File: config.mk
export PLATFORM = sky130hd
export DESIGN_NAME = rotate_sub_skip_alu
export DESIGN_NICKNAME = d
export VERILOG_FILES = /design/src/shared/alu_pkg.sv /design/src/logic/sub_adder.sv /design/src/logic/rotate_sub_skip_alu.sv
export SDC_FILE = /design/constraint.sdc
export NUM_CORES = 1
export LEC_CHECK = 0
export ABC_AREA = 1
export BUFFER_PORTS_ARGS = -buffer_cell sky130_fd_sc_hd__buf_2
export CORE_MARGIN = 1.5
export CORE_UTILIZATION = 45
export DETAILED_ROUTE_END_ITERATION = 8
export PLACE_DENSITY = 0.68
export SYNTH_ARGS = -nofsm -noshare
export SYNTH_HDL_FRONTEND = slang
export SYNTH_SLANG_ARGS = --single-unit
File: constraint.sdc
create_clock -name clock -period 4.2 [get_ports clock]
set_clock_uncertainty 0.15 [all_clocks]
set_input_delay 0.21 -clock clock [delete_from_list [all_inputs] [get_ports clock]]
set_output_delay 0.21 -clock clock [all_outputs]
set_load 0.1 [all_outputs]
File: src/shared/alu_pkg.sv
// Package for the rotate, subtract and skip datapath.
// Assumes one instruction issued per clock by the surrounding core.
package alu_pkg;

    typedef enum logic [4:0] {
        op_none = 5'h00,
        op_rotate_left_thru_carry_mem = 5'h01,
        op_rotate_left_thru_carry_wreg = 5'h02,
        op_rotate_right_mem = 5'h03,
        op_rotate_right_wreg = 5'h04,
        op_rotate_right_thru_carry_mem = 5'h05,
        op_rotate_right_thru_carry_wreg = 5'h06,
        op_subtract_with_borrow = 5'h07,
        op_subtract_with_borrow_to_mem = 5'h08,
        op_subtract = 5'h09,
        op_subtract_to_mem = 5'h0a,
        op_subtract_immediate = 5'h0b,
        op_decrement_skip_zero = 5'h0c,
        op_decrement_skip_zero_wreg = 5'h0d,
        op_increment_skip_zero = 5'h0e,
        op_increment_skip_zero_wreg = 5'h0f,
        op_set_byte = 5'h10,
        op_set_bit = 5'h11,
        op_bit_set_skip = 5'h12,
        op_swap_nibbles = 5'h13
    } opcode_t;

    typedef struct packed {
        logic valid;
        opcode_t op;
        logic [7:0] operand;
        logic [7:0] immediate;
        logic [2:0] bit_select;
    } request_t;

    typedef struct packed {
        logic carry;
        logic nibble_half_flag;
        logic zero;
        logic signed_wrap_flag;
    } flags_t;

    typedef enum logic [1:0] {
        st_run = 2'b01,
        st_dummy = 2'b10
    } phase_t;

    localparam logic [7:0] wreg_reset = 8'h00;
    localparam logic [7:0] all_ones = 8'hff;
    localparam logic [7:0] one = 8'h01;
    localparam int skip_cycles = 2;
    localparam int plain_cycles = 1;

endpackage

File: src/logic/sub_adder.sv
// Eight-bit adder with nibble and sign carries for subtraction.
// Pure combinational; the caller inverts the subtrahend.
`timescale 1ns/10ps
module sub_adder (
    // Operands
    input wire logic [7:0] a,
    input wire logic [7:0] b,
    input wire logic carry_in,
    // Result
    output logic [7:0] sum,
    output logic carry_out,
    output logic half_out,
    output logic wrap_out
);
    logic [4:0] low;
    logic [3:0] high;
    logic [1:0] top;

    always_comb begin
        low = {1'b0, a[3:0]} + {1'b0, b[3:0]} + {4'h0, carry_in};
        high = {1'b0, a[6:4]} + {1'b0, b[6:4]} + {3'h0, low[4]};
        top = {1'b0, a[7]} + {1'b0, b[7]} + {1'b0, high[3]};
        sum = {top[0], high[2:0], low[3:0]};
        carry_out = top[1];
        half_out = low[4];
        wrap_out = top[1] ^ high[3];
    end
endmodule

File: src/logic/rotate_sub_skip_alu.sv
// Execution datapath for rotates, subtracts, skips, sets and nibble swap.
// Assumes the core presents one request per clock and reads memory writes
// from the registered outputs one clock later.
// Notes on behaviour
// - Rotate left via carry to memory
// - Rotate left via carry into working register
// - Rotate right, bit 0 to bit 7, memory
// - Rotate right into working register, no flags
// - Nine-bit right rotate via carry to memory
// - Right rotate via carry into working register
// - Subtract with borrow, updates four flags
// - Subtract memory operand, updates four flags
// - Subtract immediate into working register
// - True skip adds one dummy cycle
// - Decrement memory, skip on zero
// - Decrement into working register, skip on zero
// - Increment memory, skip on zero
// - Increment into working register, skip on zero
// - Set whole byte to all ones
// - Set one selected bit only
// - Skip when selected bit is one
// - Swap nibbles in memory
`timescale 1ns/10ps
module rotate_sub_skip_alu (
    // Clock and reset
    input wire logic clock,
    input wire logic reset,
    // Instruction request
    input wire alu_pkg::request_t request,
    // Working register and flags
    output logic [7:0] working_register,
    output alu_pkg::flags_t flags,
    // Memory write back
    output logic mem_write,
    output logic [7:0] mem_data,
    // Sequencing
    output logic discard_next,
    output logic busy
);
    import alu_pkg::*;

    typedef struct packed {
        logic [7:0] wreg;
        flags_t flags;
        logic mem_write;
        logic [7:0] mem_data;
        logic discard_next;
        phase_t phase;
    } state_t;

    state_t state;
    state_t next_state;

    logic [7:0] sub_b;
    logic sub_cin;
    logic [7:0] sub_sum;
    logic sub_carry;
    logic sub_half;
    logic sub_wrap;
    logic [7:0] dec_value;
    logic [7:0] inc_value;
    logic accept;

    always_comb begin
        sub_b = ~request.operand;
        sub_cin = 1'b1;
        if (request.op == op_subtract_immediate) begin
            sub_b = ~request.immediate;
        end
        if (request.op == op_subtract_with_borrow ||
            request.op == op_subtract_with_borrow_to_mem) begin
            sub_cin = state.flags.carry;
        end
    end

    sub_adder adder (
        .a(state.wreg),
        .b(sub_b),
        .carry_in(sub_cin),
        .sum(sub_sum),
        .carry_out(sub_carry),
        .half_out(sub_half),
        .wrap_out(sub_wrap)
    );

    assign dec_value = request.operand - one;
    assign inc_value = request.operand + one;
    assign accept = request.valid && state.phase == st_run;

    always_comb begin
        next_state = state;
        next_state.mem_write = 1'b0;
        next_state.discard_next = 1'b0;
        case (state.phase)
            st_dummy: begin
                next_state.phase = st_run;
            end
            default: begin
                next_state.phase = st_run;
            end
        endcase
        if (accept) begin
            case (request.op)
                op_rotate_left_thru_carry_mem: begin
                    next_state.mem_data = {request.operand[6:0], state.flags.carry};
                    next_state.mem_write = 1'b1;
                    next_state.flags.carry = request.operand[7];
                end
                op_rotate_left_thru_carry_wreg: begin
                    next_state.wreg = {request.operand[6:0], state.flags.carry};
                    next_state.flags.carry = request.operand[7];
                end
                op_rotate_right_mem: begin
                    next_state.mem_data = {request.operand[0], request.operand[7:1]};
                    next_state.mem_write = 1'b1;
                end
                op_rotate_right_wreg: begin
                    next_state.wreg = {request.operand[0], request.operand[7:1]};
                end
                op_rotate_right_thru_carry_mem: begin
                    next_state.mem_data = {state.flags.carry, request.operand[7:1]};
                    next_state.mem_write = 1'b1;
                    next_state.flags.carry = request.operand[0];
                end
                op_rotate_right_thru_carry_wreg: begin
                    next_state.wreg = {state.flags.carry, request.operand[7:1]};
                    next_state.flags.carry = request.operand[0];
                end
                op_subtract_with_borrow, op_subtract, op_subtract_immediate: begin
                    next_state.wreg = sub_sum;
                    next_state.flags.carry = sub_carry;
                    next_state.flags.nibble_half_flag = sub_half;
                    next_state.flags.signed_wrap_flag = sub_wrap;
                    next_state.flags.zero = sub_sum == 8'h00;
                end
                op_subtract_with_borrow_to_mem, op_subtract_to_mem: begin
                    next_state.mem_data = sub_sum;
                    next_state.mem_write = 1'b1;
                    next_state.flags.carry = sub_carry;
                    next_state.flags.nibble_half_flag = sub_half;
                    next_state.flags.signed_wrap_flag = sub_wrap;
                    next_state.flags.zero = sub_sum == 8'h00;
                end
                op_decrement_skip_zero: begin
                    next_state.mem_data = dec_value;
                    next_state.mem_write = 1'b1;
                    next_state.discard_next = dec_value == 8'h00;
                end
                op_decrement_skip_zero_wreg: begin
                    next_state.wreg = dec_value;
                    next_state.discard_next = dec_value == 8'h00;
                end
                op_increment_skip_zero: begin
                    next_state.mem_data = inc_value;
                    next_state.mem_write = 1'b1;
                    next_state.discard_next = inc_value == 8'h00;
                end
                op_increment_skip_zero_wreg: begin
                    next_state.wreg = inc_value;
                    next_state.discard_next = inc_value == 8'h00;
                end
                op_set_byte: begin
                    next_state.mem_data = all_ones;
                    next_state.mem_write = 1'b1;
                end
                op_set_bit: begin
                    next_state.mem_data = request.operand | (one << request.bit_select);
                    next_state.mem_write = 1'b1;
                end
                op_bit_set_skip: begin
                    next_state.discard_next = request.operand[request.bit_select];
                end
                op_swap_nibbles: begin
                    next_state.mem_data = {request.operand[3:0], request.operand[7:4]};
                    next_state.mem_write = 1'b1;
                end
                default: begin
                    next_state.mem_write = 1'b0;
                end
            endcase
            if (next_state.discard_next) begin
                next_state.phase = st_dummy;
            end
        end
    end

    always_ff @(posedge clock) begin
        if (reset) begin
            state.wreg <= wreg_reset;
            state.flags <= '0;
            state.mem_write <= 1'b0;
            state.mem_data <= wreg_reset;
            state.discard_next <= 1'b0;
            state.phase <= st_run;
        end else begin
            state <= next_state;
        end
    end

    assign working_register = state.wreg;
    assign flags = state.flags;
    assign mem_write = state.mem_write;
    assign mem_data = state.mem_data;
    assign discard_next = state.discard_next;
    assign busy = state.phase[1];

    property p_rlc_mem;
        @(posedge clock) disable iff (reset)
        (accept && request.op == op_rotate_left_thru_carry_mem) |=>
            mem_write && mem_data == {$past(request.operand[6:0]), $past(flags.carry)}
            && flags.carry == $past(request.operand[7]);
    endproperty
    a_rlc_mem: assert property (p_rlc_mem) else $error("rotate left via carry wrong");

    property p_rlc_wreg;
        @(posedge clock) disable iff (reset)
        (accept && request.op == op_rotate_left_thru_carry_wreg) |=>
            !mem_write && flags.carry == $past(request.operand[7])
            && working_register == {$past(request.operand[6:0]), $past(flags.carry)};
    endproperty
    a_rlc_wreg: assert property (p_rlc_wreg) else $error("rotate left wreg wrong");

    property p_rr_mem;
        @(posedge clock) disable iff (reset)
        (accept && request.op == op_rotate_right_mem) |=>
            mem_write && mem_data[7] == $past(request.operand[0]) && $stable(flags);
    endproperty
    a_rr_mem: assert property (p_rr_mem) else $error("rotate right memory wrong");

    property p_rrc_mem;
        @(posedge clock) disable iff (reset)
        (accept && request.op == op_rotate_right_thru_carry_mem) |=>
            mem_data[7] == $past(flags.carry) && flags.carry == $past(request.operand[0]);
    endproperty
    a_rrc_mem: assert property (p_rrc_mem) else $error("rotate right via carry wrong");

    property p_sub;
        @(posedge clock) disable iff (reset)
        (accept && request.op == op_subtract) |=>
            working_register == $past(working_register) - $past(request.operand)
            && flags.carry == ($past(working_register) >= $past(request.operand));
    endproperty
    a_sub: assert property (p_sub) else $error("subtract result or carry wrong");

    property p_skip_dummy;
        @(posedge clock) disable iff (reset)
        discard_next |-> busy ##1 !busy;
    endproperty
    a_skip_dummy: assert property (p_skip_dummy) else $error("skip not two cycles");

    property p_inc_skip;
        @(posedge clock) disable iff (reset)
        (accept && request.op == op_increment_skip_zero) |=>
            discard_next == ($past(request.operand) == 8'hff) && $stable(flags);
    endproperty
    a_inc_skip: assert property (p_inc_skip) else $error("increment skip wrong");

    property p_set_byte;
        @(posedge clock) disable iff (reset)
        (accept && request.op == op_set_byte) |=> mem_write && mem_data == 8'hff;
    endproperty
    a_set_byte: assert property (p_set_byte) else $error("set byte wrong");

    property p_bit_skip;
        @(posedge clock) disable iff (reset)
        (accept && request.op == op_bit_set_skip) |=>
            discard_next == $past(request.operand[request.bit_select]) && !mem_write;
    endproperty
    a_bit_skip: assert property (p_bit_skip) else $error("bit skip wrong");

    property p_rr_wreg;
        @(posedge clock) disable iff (reset)
        (accept && request.op == op_rotate_right_wreg) |=>
            !mem_write && $stable(flags)
            && working_register == {$past(request.operand[0]), $past(request.operand[7:1])};
    endproperty
    a_rr_wreg: assert property (p_rr_wreg) else $error("rotate right wreg wrong");

    property p_rrc_wreg;
        @(posedge clock) disable iff (reset)
        (accept && request.op == op_rotate_right_thru_carry_wreg) |=>
            !mem_write && flags.carry == $past(request.operand[0])
            && working_register == {$past(flags.carry), $past(request.operand[7:1])};
    endproperty
    a_rrc_wreg: assert property (p_rrc_wreg) else $error("rotate right via carry wreg wrong");

    property p_sbc_mem;
        @(posedge clock) disable iff (reset)
        (accept && request.op == op_subtract_with_borrow_to_mem) |=>
            mem_write && $stable(working_register)
            && mem_data == 8'($past(working_register) + 8'(~$past(request.operand))
                + 8'($past(flags.carry)))
            && flags.carry == ({1'b0, $past(working_register)} + {8'h00, $past(flags.carry)}
                > {1'b0, $past(request.operand)})
            && flags.zero == (mem_data == 8'h00);
    endproperty
    a_sbc_mem: assert property (p_sbc_mem) else $error("subtract with borrow to memory wrong");

    property p_sub_imm;
        @(posedge clock) disable iff (reset)
        (accept && request.op == op_subtract_immediate) |=>
            working_register == 8'($past(working_register) - $past(request.immediate))
            && flags.carry == ($past(working_register) >= $past(request.immediate))
            && flags.zero == (working_register == 8'h00);
    endproperty
    a_sub_imm: assert property (p_sub_imm) else $error("subtract immediate wrong");

    property p_dummy_ignored;
        @(posedge clock) disable iff (reset)
        busy |=> !mem_write && !discard_next && $stable(working_register) && $stable(flags);
    endproperty
    a_dummy_ignored: assert property (p_dummy_ignored) else $error("dummy cycle not idle");

    property p_dec_mem;
        @(posedge clock) disable iff (reset)
        (accept && request.op == op_decrement_skip_zero) |=>
            mem_write && mem_data == 8'($past(request.operand) - 8'h01) && $stable(flags)
            && discard_next == ($past(request.operand) == 8'h01);
    endproperty
    a_dec_mem: assert property (p_dec_mem) else $error("decrement skip wrong");

    property p_dec_wreg;
        @(posedge clock) disable iff (reset)
        (accept && request.op == op_decrement_skip_zero_wreg) |=>
            !mem_write && working_register == 8'($past(request.operand) - 8'h01)
            && discard_next == ($past(request.operand) == 8'h01) && $stable(flags);
    endproperty
    a_dec_wreg: assert property (p_dec_wreg) else $error("decrement skip wreg wrong");

    property p_inc_wreg;
        @(posedge clock) disable iff (reset)
        (accept && request.op == op_increment_skip_zero_wreg) |=>
            !mem_write && working_register == 8'($past(request.operand) + 8'h01)
            && discard_next == ($past(request.operand) == 8'hff) && $stable(flags);
    endproperty
    a_inc_wreg: assert property (p_inc_wreg) else $error("increment skip wreg wrong");

    property p_set_bit;
        @(posedge clock) disable iff (reset)
        (accept && request.op == op_set_bit) |=>
            mem_write && mem_data[$past(request.bit_select)] && $stable(flags)
            && (mem_data & $past(request.operand)) == $past(request.operand)
            && $countones(mem_data ^ $past(request.operand)) <= 1;
    endproperty
    a_set_bit: assert property (p_set_bit) else $error("set bit wrong");

    property p_swap;
        @(posedge clock) disable iff (reset)
        (accept && request.op == op_swap_nibbles) |=>
            mem_write && $stable(flags)
            && mem_data == {$past(request.operand[3:0]), $past(request.operand[7:4])};
    endproperty
    a_swap: assert property (p_swap) else $error("nibble swap wrong");

    c_skip: cover property (@(posedge clock) disable iff (reset) discard_next);
    c_sub_borrow: cover property (@(posedge clock) disable iff (reset)
        accept && request.op == op_subtract_with_borrow);
    c_swap: cover property (@(posedge clock) disable iff (reset)
        accept && request.op == op_swap_nibbles);
endmodule

==> summary.md <==
| Metric | Value |
|---|---|
| Outcome | `completed` |
| RSZ-0062 raised after global routing | `false` |
| Ys flop type | `dfxtp_1` |
| Global route overflow | `0` |
| Avg Cell Area, Syn | `5.70 µm²` |
| Req. time, crit path | `4210 ps` |
| Post-synthesis register bit count | `23` |
| Mapped Nets | `537` |
| Setup TNS Final | `0 ps` |
| Core area | `5990 µm²` |
| Starting Density | `0.473` |
| Final period util | `0.873` |
| Routed length per instance | `17.1 µm` |
| Critical Path Fanout Max | `9` |
| # clock sinks | `23` |
| # rows | `28` |
| Top cells by count, synth | `nand2_1 (147), nor2_1 (68), o21ai_0 (43), nand3_1 (42), inv_1 (39)` |
| Max-cap violations | `0` |
| Clk slew on worst S/H paths | `80 ps` |
| Worst EP arrival | `3670 ps` |
| Final Util | `0.505` |
| Final worst slack | `535 ps` |
| Synth top area share | `0.195` |
| CP max stage cell | `fa_1` |
| Pleak | `1.54 nW` |
| Post-route DRC | `0` |
| GRT Total Usage | `0.315` |
| Hpwl dp | `8180 µm` |
| Post-CTS Hold Fix Bufs | `0` |
| Skew-Pair Late Insertion Delay | `270 ps` |
| Worst setup EP type | `flip-flop` |
| Nets | `563` |
| Top-count cell post-synth | `nand2_1` |
| Area leader, netlist | `nand2_1` |
| Layout cell share with drive strength beyond 1 | `0.153` |
| Mapped cell area | `2830 µm²` |
| CP Launch Type | `primary input` |
| Detail Route Antenna Nets | `0` |
| Maximum number of pins on one net before global-route repair | `16` |
| Most area-consuming cells after synthesis | `nand2_1 (19%), dfxtp_1 (16%), nor2_1 (9.0%)` |
| Post-synthesis async set-or-reset flop share | `0` |
| Final Max Slew Viols | `0` |
| Hold Slack | `95.9 ps` |
| Sequential area share after synthesis | `0.162` |
| Inserted Diodes | `0` |
| Chip height | `82.4 µm` |
| First-pass GRT wire length | `15500 µm` |
| Pwr dens | `232 nW/µm²` |
| Die Wd | `82.4 µm` |
| Clock Tree Buf Depth | `2` |
| Total Wirelength | `10200 µm` |
| Gpl congestion | `0.980` |
| Area growth syn-to-layout | `6.84%` |
| DIE AREA | `6780 µm²` |
| TritonCTS clock tree | `built` |
| Post-cts sizing count | `0` |
| Max Freq | `273 MHz` |
| Vias per cell | `5.53` |
| Family with the most delay on the worst path | `adder cells` |
| Number of global-route vias before repair | `3037` |
| Final Critical Period | `3660 ps` |
| Root Buffer | `clkbuf_8` |
| Via count | `3303` |
| VDD IR max | `0.000193 V` |
| Crit-path cells | `buf_2, nor3_2, nand2_1, nand2_1, o21ai_0, fa_1, fa_1, a31oi_1, fa_1, inv_1, nand3_1, nand2_1, fa_1, nand4_1, nand2_1, nor2_1, nand2_1, nor2_1, nand2_1, nand2_1, a21oi_1` |
| Hold Fails Final Rpt | `0` |
| I/O pin cnt | `50` |
| WS Path Type | `in -> reg` |
| First-pass DRT Iterations | `5` |
| Ys Warns | `0` |
| Post-synthesis cell count | `497` |
| DR iter-0 viols | `297` |
| Final setup fails | `0` |
| Crit path top cell by count | `nand2_1` |
| Kind of path behind the tightest hold check | `in -> reg` |
| IO buf count | `49` |
| CTS Buf Count | `3` |
| Post-CTS Setup Bufs | `0` |
| Max incr delay on CP | `510 ps` |
| Worst-margin pin slew | `498 ps` |
| EDFF count, synth | `0` |
| Antenna violations before repair | `0` |
| Post-place setup slack | `258 ps` |
| Total power | `703 µW` |
| H-tree depth | `1` |
| Worst path bufs/invs | `2` |
| Worst rel slew slack | `0.667` |
| Distinct cells, synth | `37` |
-- cells in the final DEF (no fill, tap or decap), drive strengths merged --
| master | synthesis | final |
|---|---|---|
| xnor2 | 1 | 1 |
| and2 | 2 | 2 |
| fa | 5 | 5 |
| clkinv | 1 | 1 |
| o2111ai | 1 | 1 |
| nor3 | 7 | 7 |
| inv | 43 | 43 |
| a22oi | 1 | 1 |
| clkbuf | 4 | 4 |
| dfxtp | 23 | 23 |
| nand3b | 2 | 2 |
| nand2 | 153 | 153 |
| or2 | 1 | 1 |
| nand4 | 11 | 11 |
| o21ai | 44 | 44 |
| nor4 | 1 | 1 |
| a31oi | 1 | 1 |
| a21oi | 26 | 26 |
| a21o | 1 | 1 |
| buf | 28 | 53 |
| xor2 | 5 | 5 |
| o211ai | 3 | 3 |
| ha | 8 | 8 |
| a21boi | 1 | 1 |
| o221ai | 2 | 2 |
| nor2 | 79 | 79 |
| nand3 | 43 | 43 |
-- path summary, 6_finish.rpt --
kind	end	slack, ps	startpoint	cells past startpoint
max	mem_data[7]	540	request[23]	21
min	state[0]	100	request[24]	4
max reg2reg	mem_data[7]	660	flags[3]	18
min reg2reg	mem_data[7]	310	mem_data[7]	2
-- stage by stage --
| step | std cells | area (µm²) |
|---|---|---|
| finish | 597 | 3030 |
| detailed placement | 593 | 2980 |
| global placement | 593 | 2980 |
| CTS | 597 | 3030 |
| global route | 597 | 3030 |
| floorplan | 497 | 2830 |
-- worst min-delay path: cells and delay by family --
kind | cells | cell delay (ps)
and+or+nand+nor | 3 | 180
buffers and inverters | 1 | 90
-- cell families (layout without fill, tap and decap cells) --
logic type,after synthesis,after routing,synth area share
buf+inv,76,101,0.136
flops,23,23,0.162
xor+xnor,6,6,0.0185
fa+ha+maj,13,13,0.0706
simple gates,299,299,0.461
compound gates,80,80,0.151
-- per-layer routing --
layer / vias up / part of all wire / GRT usage / routed length (µm)
met2: 143 / 0.46 / 0.527 / 4670
met5: - / 0 / 0 / 0
li1: 1655 / - / - / -
met4: 0 / 0.034 / 0.122 / 342
met3: 26 / 0.080 / 0.0495 / 815
met1: 1479 / 0.43 / 0.402 / 4350
-- report_power, final --
part,total [mW],switching (mW),leakage (nW),internal [mW]
Clock,0.146,0.0778,0.0228,0.0680
Combinational,0.321,0.241,1.33,0.0800
Sequential,0.236,0.00783,0.187,0.229
-- final cells by class --
type,instances,area (µm²)
Timing Repair Buffer,53,275
Tap cell,75,93.8
Sequential cell,23,460
Multi-Input combinational cell,398,1990
Fill cell,694,2960
Inverter,44,165
Clock buffer,4,45.0
-- flip-flops by register name, indices dropped and copies added, names as in the netlist --
name and flops:
working_register 8, discard_next 1, mem_data 8, state 1
mem_write 1, flags 4
No activity file was read; power rests on OpenSTA's default activity.
